**src/wicsc_pkg.sv**
```systemverilog
package wicsc_pkg;

  // ==========================================================
  // register map (byte offsets on the plain register port)
  localparam logic [3:0] WAKE_CONTROL_OFFS  = 4'h0;
  localparam logic [3:0] WAKE_TIMING_OFFS   = 4'h1;
  localparam logic [3:0] WAKE_STATUS_OFFS   = 4'h2;
  localparam logic [3:0] IRQ_MASK_OFFS      = 4'h3;
  localparam logic [3:0] LOW_POWER_OFFS     = 4'h4;
  localparam logic [3:0] HS_CTRL_OFFS       = 4'h5;
  localparam logic [3:0] INPUT_LEVEL_OFFS   = 4'h6;
  localparam int         ADDR_W             = 4;
  localparam int         DATA_W             = 8;

  // ==========================================================
  // field layout of the wake control register
  localparam int         SENSE_SEL_LSB      = 6;
  localparam int         SENSE_SEL_MSB      = 7;
  localparam int         NUM_WAKE_IN        = 6;
  localparam logic [7:0] WAKE_CONTROL_RST   = 8'h00;

  // timing register: forced multiplier at 7-4, sense period at 3-0
  localparam int         FORCE_MULT_LSB     = 4;
  localparam int         SENSE_TIME_LSB     = 0;
  localparam logic [7:0] WAKE_TIMING_RST    = 8'h00;

  // wake status bits
  localparam int         STAT_INPUT_BIT     = 0;
  localparam int         STAT_FORCED_BIT    = 1;

  // cyclic sense select codes
  localparam logic [1:0] CS_OFF             = 2'h0;
  localparam logic [1:0] CS_OUT_ONE         = 2'h1;
  localparam logic [1:0] CS_OUT_TWO         = 2'h2;
  localparam logic [1:0] CS_BOTH            = 2'h3;

  // ==========================================================
  // timing: 1 ms base tick and the high side pulse on-time
  localparam int         CLK_MHZ            = 200;
  localparam int         TICK_US            = 1000;
  localparam int         TICK_CYCLES        = TICK_US * CLK_MHZ;
  localparam int         PULSE_NS           = 100;
  localparam int         PULSE_CYCLES       = (PULSE_NS * CLK_MHZ + 999) / 1000;

  typedef struct packed {
    logic [1:0] cyclicSenseSelect;
    logic [5:0] wakeInEnable;
  } wicsc_ctrl_s;

  typedef enum logic [1:0] {
    ST_ACTIVE,
    ST_LOWPWR,
    ST_WOKEN
  } wicsc_state_e;

endpackage

```
**src/wicsc_period_timer.sv**
```systemverilog
`timescale 1ns/100ps
// counts 1 ms ticks and pulses at the cyclic sense period and the forced period
module wicsc_period_timer #(
  parameter int TICK_CYCLES = 200000
) (
  // clock and reset
  input  wire logic       sys_clk,
  input  wire logic       rst,
  // control
  input  wire logic       run,
  input  wire logic [3:0] senseCode,
  input  wire logic [3:0] forceCode,
  // events
  output logic            senseEvent,
  output logic            forceEvent
);
  initial begin
    if (TICK_CYCLES < 2) $error("TICK_CYCLES too small");
  end

  logic [31:0] tickCnt;
  logic        tick;
  logic [9:0]  msCnt;
  logic [10:0] senseCnt;

  // period in ms for each sense code; codes above 4 fall back to the longest
  function automatic logic [9:0] sensePeriod(input logic [3:0] code);
    case (code)
      4'h0:    sensePeriod = 10'd1;
      4'h1:    sensePeriod = 10'd2;
      4'h2:    sensePeriod = 10'd5;
      4'h3:    sensePeriod = 10'd10;
      4'h4:    sensePeriod = 10'd20;
      default: sensePeriod = 10'd50;
    endcase
  endfunction

  // forced multiplier: 0 off, n gives 2^(n-1), 11xx saturates at 1024
  function automatic logic [10:0] forceMult(input logic [3:0] code);
    if (code >= 4'hb) begin
      forceMult = 11'd1024;
    end else if (code == 4'h0) begin
      forceMult = 11'd0;
    end else begin
      forceMult = 11'(11'd1 << (code - 4'h1));
    end
  endfunction

  always_ff @(posedge sys_clk) begin
    if (rst || !run || tickCnt == 32'(TICK_CYCLES - 1)) begin
      tickCnt <= 32'h0;
    end else begin
      tickCnt <= tickCnt + 32'h1;
    end
  end
  assign tick = run && tickCnt == 32'(TICK_CYCLES - 1);

  always_ff @(posedge sys_clk) begin
    senseEvent <= 1'b0;
    if (rst || !run) begin
      msCnt <= 10'h0;
    end else if (tick) begin
      if (msCnt + 10'h1 >= sensePeriod(senseCode)) begin
        msCnt      <= 10'h0;
        senseEvent <= 1'b1;
      end else begin
        msCnt <= msCnt + 10'h1;
      end
    end
  end

  always_ff @(posedge sys_clk) begin
    forceEvent <= 1'b0;
    if (rst || !run) begin
      senseCnt <= 11'h0;
    end else if (tick && msCnt + 10'h1 >= sensePeriod(senseCode) && forceMult(forceCode) != 11'h0) begin
      if (senseCnt + 11'h1 >= forceMult(forceCode)) begin
        senseCnt   <= 11'h0;
        forceEvent <= 1'b1;
      end else begin
        senseCnt <= senseCnt + 11'h1;
      end
    end
  end
endmodule

```
**src/wicsc_wake_ctrl.sv**
```systemverilog
`timescale 1ns/100ps
// ==========================================================
// Function
// - bits 7-6 select cyclic output: off, high side one, two, or both
// - with no enables set, selected output still pulses, no change detected
// - forced periodic wake runs alongside every cyclic sense setting
// - bit 5 enables wake from input five
// - bit 4 enables wake from input four
// - bit 3 enables wake from input three
// - bit 2 enables wake from input two
// - bit 1 enables wake from input one
// - bit 0 enables wake from input zero
// - sense off: any change on an enabled input wakes; set before low power
// - sense on: change seen only at a cyclic sample, against the previous sample or the value taken at low power entry
// - simultaneous forced and input wake reports forced as source
// - in low power, normal high side settings ignored; cyclic sense drives
module wicsc_wake_ctrl
  import wicsc_pkg::*;
#(
  parameter int TICK_CYCLES_P  = wicsc_pkg::TICK_CYCLES,
  parameter int PULSE_CYCLES_P = wicsc_pkg::PULSE_CYCLES
) (
  // clock and reset
  input  wire logic                       sys_clk,
  input  wire logic                       rst,
  // register port
  input  wire logic [wicsc_pkg::ADDR_W-1:0] regAddr,
  input  wire logic [wicsc_pkg::DATA_W-1:0] regWrData,
  input  wire logic                       regWrite,
  input  wire logic                       regRead,
  output logic [wicsc_pkg::DATA_W-1:0]    regRdData,
  // wake inputs
  input  wire logic [wicsc_pkg::NUM_WAKE_IN-1:0] wakeInputs,
  // high side outputs
  output logic                            highSideOutOne,
  output logic                            highSideOutTwo,
  // status
  output logic                            lowPower,
  output logic                            wakeUp,
  output logic                            irq
);
  import wicsc_pkg::*;

  initial begin
    if (PULSE_CYCLES_P < 1 || PULSE_CYCLES_P > 65535) $error("PULSE_CYCLES_P out of range");
  end

  // ==========================================================
  // registers
  wicsc_ctrl_s  wakeControlReg;
  logic [7:0]   wakeTimingReg;
  logic [1:0]   highSideCtrlReg;
  logic [1:0]   wakeStatus;
  logic [1:0]   irqMask;
  wicsc_state_e state;
  logic [5:0]   lastSample;
  logic [5:0]   inputs;
  logic [15:0]  pulseCnt;
  logic         senseEvent;
  logic         forceEvent;
  logic         sampleNow;
  logic         inputChange;
  logic         enterLowPower;
  logic         statusRead;
  logic [1:0]   next_wakeStatus;

  function automatic logic hit(input logic [3:0] a, input logic [3:0] offs);
    hit = a == offs;
  endfunction

  assign inputs        = wakeInputs;
  assign enterLowPower = regWrite && hit(regAddr, LOW_POWER_OFFS) && regWrData[0];
  assign statusRead    = regRead && hit(regAddr, WAKE_STATUS_OFFS);

  // software writes the control register; all bits read back
  always_ff @(posedge sys_clk) begin
    if (rst) begin
      wakeControlReg <= wicsc_ctrl_s'(WAKE_CONTROL_RST);
    end else if (regWrite && hit(regAddr, WAKE_CONTROL_OFFS)) begin
      wakeControlReg <= wicsc_ctrl_s'(regWrData);
    end
  end

  always_ff @(posedge sys_clk) begin
    if (rst) begin
      wakeTimingReg   <= WAKE_TIMING_RST;
      highSideCtrlReg <= 2'h0;
      irqMask         <= 2'h0;
    end else if (regWrite) begin
      if (hit(regAddr, WAKE_TIMING_OFFS)) begin
        wakeTimingReg <= regWrData;
      end
      if (hit(regAddr, HS_CTRL_OFFS)) begin
        highSideCtrlReg <= regWrData[1:0];
      end
      if (hit(regAddr, IRQ_MASK_OFFS)) begin
        irqMask <= regWrData[1:0];
      end
    end
  end

  // ==========================================================
  // timing
  wicsc_period_timer #(
    .TICK_CYCLES (TICK_CYCLES_P)
  ) u_timer (
    .sys_clk    (sys_clk),
    .rst        (rst),
    .run        (state == ST_LOWPWR),
    .senseCode  (wakeTimingReg[SENSE_TIME_LSB +: 4]),
    .forceCode  (wakeTimingReg[FORCE_MULT_LSB +: 4]),
    .senseEvent (senseEvent),
    .forceEvent (forceEvent)
  );

  // ==========================================================
  // high side pulse: the sample is taken at the end of the on-time
  always_ff @(posedge sys_clk) begin
    if (rst || state != ST_LOWPWR) begin
      pulseCnt <= 16'h0;
    end else if (senseEvent && wakeControlReg.cyclicSenseSelect != CS_OFF) begin
      pulseCnt <= 16'(PULSE_CYCLES_P);
    end else if (pulseCnt != 16'h0) begin
      pulseCnt <= pulseCnt - 16'h1;
    end
  end
  assign sampleNow = pulseCnt == 16'h1;

  always_ff @(posedge sys_clk) begin
    if (rst) begin
      highSideOutOne <= 1'b0;
      highSideOutTwo <= 1'b0;
    end else if (state == ST_LOWPWR) begin
      // normal control ignored; pulse even with no enables set
      highSideOutOne <= pulseCnt != 16'h0 && (wakeControlReg.cyclicSenseSelect == CS_OUT_ONE ||
                        wakeControlReg.cyclicSenseSelect == CS_BOTH);
      highSideOutTwo <= pulseCnt != 16'h0 && (wakeControlReg.cyclicSenseSelect == CS_OUT_TWO ||
                        wakeControlReg.cyclicSenseSelect == CS_BOTH);
    end else begin
      highSideOutOne <= highSideCtrlReg[0];
      highSideOutTwo <= highSideCtrlReg[1];
    end
  end

  // ==========================================================
  // change detection
  always_ff @(posedge sys_clk) begin
    if (rst) begin
      lastSample <= 6'h0;
    end else if (enterLowPower && state == ST_ACTIVE) begin
      lastSample <= inputs;
    end else if (state == ST_LOWPWR) begin
      if (wakeControlReg.cyclicSenseSelect == CS_OFF || sampleNow) begin
        lastSample <= inputs;
      end
    end
  end

  // per-input enable gating: bit n enables input n
  always_comb begin
    inputChange = 1'b0;
    for (int i = 0; i < NUM_WAKE_IN; i++) begin
      if (wakeControlReg.wakeInEnable[i] && inputs[i] != lastSample[i]) begin
        inputChange = 1'b1;
      end
    end
    if (wakeControlReg.cyclicSenseSelect != CS_OFF && !sampleNow) begin
      inputChange = 1'b0;
    end
  end

  // ==========================================================
  // mode and wake source
  always_ff @(posedge sys_clk) begin
    if (rst) begin
      state <= ST_ACTIVE;
    end else begin
      case (state)
        ST_ACTIVE: begin
          if (enterLowPower) begin
            state <= ST_LOWPWR;
          end
        end
        ST_LOWPWR: begin
          if (forceEvent || (state == ST_LOWPWR && inputChange)) begin
            state <= ST_WOKEN;
          end
        end
        ST_WOKEN: begin
          if (statusRead) begin
            state <= ST_ACTIVE;
          end
        end
        default: state <= ST_ACTIVE;
      endcase
    end
  end

  always_comb begin
    next_wakeStatus = statusRead ? 2'h0 : wakeStatus;
    if (state == ST_LOWPWR) begin
      if (forceEvent) begin
        next_wakeStatus[STAT_FORCED_BIT] = 1'b1;
      end else if (inputChange) begin
        next_wakeStatus[STAT_INPUT_BIT] = 1'b1;
      end
    end
  end

  always_ff @(posedge sys_clk) begin
    if (rst) begin
      wakeStatus <= 2'h0;
      lowPower   <= 1'b0;
      wakeUp     <= 1'b0;
      irq        <= 1'b0;
    end else begin
      wakeStatus <= next_wakeStatus;
      lowPower   <= state == ST_LOWPWR;
      wakeUp     <= state == ST_LOWPWR && (forceEvent || inputChange);
      irq        <= |(next_wakeStatus & irqMask);
    end
  end

  // ==========================================================
  // read data, one cycle after the strobe
  always_ff @(posedge sys_clk) begin
    if (rst) begin
      regRdData <= 8'h00;
    end else if (regRead) begin
      case (regAddr)
        WAKE_CONTROL_OFFS: regRdData <= wakeControlReg;
        WAKE_TIMING_OFFS:  regRdData <= wakeTimingReg;
        WAKE_STATUS_OFFS:  regRdData <= {6'h0, wakeStatus};
        IRQ_MASK_OFFS:     regRdData <= {6'h0, irqMask};
        LOW_POWER_OFFS:    regRdData <= {7'h0, state == ST_LOWPWR};
        HS_CTRL_OFFS:      regRdData <= {6'h0, highSideCtrlReg};
        INPUT_LEVEL_OFFS:  regRdData <= {2'h0, inputs};
        default:           regRdData <= 8'h00;
      endcase
    end else begin
      regRdData <= 8'h00;
    end
  end
endmodule

```
**config.mk**
```make
export PLATFORM = sky130hd
export DESIGN_NAME = wicsc_wake_ctrl
export DESIGN_NICKNAME = d
export VERILOG_FILES = /design/src/wicsc_pkg.sv /design/src/wicsc_period_timer.sv /design/src/wicsc_wake_ctrl.sv
export SDC_FILE = /design/constraint.sdc
export NUM_CORES = 1
export LEC_CHECK = 0
export CAP_MARGIN = 20
export CELL_PAD_IN_SITES_DETAIL_PLACEMENT = 1
export CELL_PAD_IN_SITES_GLOBAL_PLACEMENT = 2
export CORE_UTILIZATION = 39
export CTS_CLUSTER_SIZE = 24
export DETAILED_ROUTE_END_ITERATION = 6
export DONT_BUFFER_PORTS = 1
export PLACE_DENSITY_LB_ADDON = 0.3
export SKIP_CTS_REPAIR_TIMING = 1
export SYNTH_ARGS = -nofsm -noshare
export SYNTH_HDL_FRONTEND = slang
export SYNTH_SLANG_ARGS = --single-unit
```
**constraint.sdc**
```tcl
create_clock -name sys_clk -period 4.6 [get_ports sys_clk]
set_input_delay 0.23 -clock sys_clk [delete_from_list [all_inputs] [get_ports sys_clk]]
set_output_delay 0.23 -clock sys_clk [all_outputs]
set_load 0.02 [all_outputs]
```
==> run summary <==
flop-to-flop setup slack -> 1.47 ns
max cap viols -> 0
final worst slack -> 1.47 ns
top post-synthesis cells by area -> dfxtp_1, xor2_1, nor2_1
Hold Path Class -> input port to flip-flop
leakage power -> 0.00222 uW
first-pass GRT wire length -> 24700 um
Yosys cell types -> 54
Worst Path Required -> 4.90 ns
synth warn -> 0
initial antenna violation count -> 0
vias in the first global route -> 5066
Tot GR Track Use -> 21.1%
CTS tree -> done
slowest stage delay, CP -> 0.42 ns
Sink Count -> 114
R2R depth -> 12
Worst-Margin Slew -> 0.815 ns
Hold Fails Final Rpt -> 5
setup_tns -> 0 ns
fin crit share -> 68.1%
ys async rst share -> 0%
Worst Clk Skew -> 0.00761 ns
commonest non-fill, non-tap cell in the layout -> dfxtp_1
main flop type after synthesis -> dfxtp_1
Synth area leader -> dfxtp_1
Syn Nets -> 727
grt total ovfl -> 0
slew margin rel. -> 45.6%
status -> finished, violations left
area occupied by multi-input gates -> 3230 um^2
DP HPWL -> 10400 um
Ports -> 35
fill count -> 1654
CP most frequent cell -> ha_1
Root Driver -> clkbuf_16
Core Area -> 14000 um^2
CP cell instances -> ha_1 -> nand3_1 -> or2_2 -> nor3_1 -> xor2_1 -> ha_1 -> nand4_1 -> nor4_1 -> nor4_2 -> buf_4 -> a21boi_0 -> o21ai_0
via/cell ratio -> 5.58
Routed WL per cell -> 16.8 um
Die H -> 123 um
critical path fanouts, max -> 17
endpoints failing setup -> 0
die width -> 123 um
EDFF count, synth -> 0
crit path launch type -> flip-flop
die area -> 15000 um^2
largest net degree at the start of global routing -> 37
Area Growth Syn to Fin -> 16.1%
Placement Setup Slack -> 1.50 ns
mean area per synthesized cell -> 8.29 um^2
storage element area -> 2280 um^2
most frequent cells in the layout -> dfxtp_1, nor2_1, nand2_1, nand3_1, a21oi_1
RR Endpoint -> u_timer.senseCnt[2]$_SDFFE_PP0P_
Slew Viols, Final -> 0
power per cell area -> 355 nW/um^2
Routed WL -> 14900 um
n_diodes -> 0
slowest cell on the critical path -> nor4_1
Mapped Cells -> 683
Max rail drop VDD -> 0.000281 V
worst hold start -> wakeInputs[2]
layout cells sized above 1 -> 7.53%
Fmax achieved -> 319 MHz
CTS clock-pin slew for the worst setup and hold paths -> 0.06 ns
clock insertion delay at the later pin of the skew report -> 0.42 ns
initial core utilization -> 40.3%
Clock Path Buffers -> 2
Cell Area, Synth -> 5660 um^2
Cells on Worst Hold Path -> 2
kind of critical path -> flip-flop to flip-flop
critical path capture point type -> flip-flop
RSZ-0062 raised after global routing -> false
Port Buffers -> 0
CTS HTree Levels -> 4
DRC violations left -> 0
Pre-Repair DR Iteration Count -> 4
area fraction of the dominant cell type after synthesis -> 40.3%
failing checks -> hold timing
Antenna Nets Post-Route -> 0
routed via count -> 4936
sequential area share after synthesis -> 40.3%
CTS buffer count -> 17
Worst setup startpoint -> u_timer.senseCnt[0]$_SDFFE_PP0P_
Worst EP arrival -> 3.43 ns
fin nets -> 735
Site Rows -> 43
flops & latches, synth -> 114
Iter 0 DRT Violations -> 220
WHS Endpoint -> lastSample[2]$_SDFFE_PP0P_
R2R Path Start -> u_timer.senseCnt[0]$_SDFFE_PP0P_
hold_ws -> -0.0249 ns
minimum clock period -> 3.13 ns
Final GP Congestion -> 0.820
[power by group]
part / internal, uW / switching (uW)
registers: 991 / 4.36
logic: 23.4 / 32.9
clock network: 794 / 489
total: 1810 / 527
[Yosys cell counts, types with 9 or more instances]
library cell,count
a21oi_1,43
nand4_1,17
nor2b_1,10
and3_1,11
nor4_1,13
o21ai_0,17
nand3_1,55
nand2b_1,12
nand2_1,69
or3_1,9
ha_1,22
nor3_1,21
xnor2_1,21
a22oi_1,9
inv_1,10
nor2_1,84
clkbuf_1,27
xor2_1,38
dfxtp_1,114
[how the worst max path moves through the flow]
stage | endpoint | slack [ns]
global placement | u_timer.senseCnt[5]$_SDFFE_PP0P_ | 1.68
detailed placement | u_timer.senseCnt[2]$_SDFFE_PP0P_ | 1.50
CTS | u_timer.senseCnt[6]$_SDFFE_PP0P_ | 1.41
finish | u_timer.senseCnt[2]$_SDFFE_PP0P_ | 1.47
floorplan | u_timer.senseCnt[10]$_SDFFE_PP0P_ | 1.40
global route | u_timer.senseCnt[2]$_SDFFE_PP0P_ | 1.15
[critical path, delay by kind of cell (launching register included)]
kind | cells | cell delay (ns)
AOI/OAI and AO/OA | 2 | 0.32
DFF | 1 | 0.40
buffers and inverters | 1 | 0.20
and+or+nand+nor | 6 | 1.42
xor gates and xnor gates | 1 | 0.12
adders and majority gates | 2 | 0.54
[state kept, by name, summed over array words and instances (netlist names), 2 cells and up]
register and count:
u_timer.senseCnt 11, pulseCnt 16, irqMask 2, u_timer.tickCnt 32, u_timer.msCnt 10, highSideCtrlReg 2, lastSample 6, regRdData 8
wakeStatus 2, wakeControlReg 8, state 2, wakeTimingReg 8
[area by class of cell]
cell class | instances | share of cell area [%]
multi-input combinational | 527 | 49.1
tap | 180 | 3.43
clock inverter | 13 | 2.09
timing repair buffer | 21 | 3.48
inverter | 10 | 0.571
clock buffer | 19 | 6.59
sequential | 114 | 34.7
[per-layer routing]
metal | global-route usage [%] | up-vias | part of all wire (%)
met5 | 0 | - | 0
met4 | 6.63 | 0 | 1.4
met3 | 5.81 | 21 | 2.9
met2 | 35.5 | 46 | 49
met1 | 25.9 | 2457 | 47
li1 | - | 2412 | -
[through the flow]
stage	instance area [um^2]	total power, uW	hold slack [ns]	instances	util [%]
after global placement	5800	1050	0.308	835	41.3
final	6570	2340	-0.0249	884	46.8
after detailed placement	5800	1050	0.310	835	41.3
after CTS	6370	2350	-0.136	867	45.4
after global routing	6570	2410	0.000257	884	46.8
after floorplan	5660	1050	0.374	683	-
[cells by family after synthesis]
family | count (synthesis) | synth area share, %
simple gates | 333 | 29.3
flops | 114 | 40.3
compound gates | 102 | 11.4
xor+xnor | 59 | 9.12
buf+inv | 42 | 3.00
fa+ha+maj | 22 | 4.86
mux | 11 | 2.08
No activity file was read; power rests on OpenSTA's default activity.
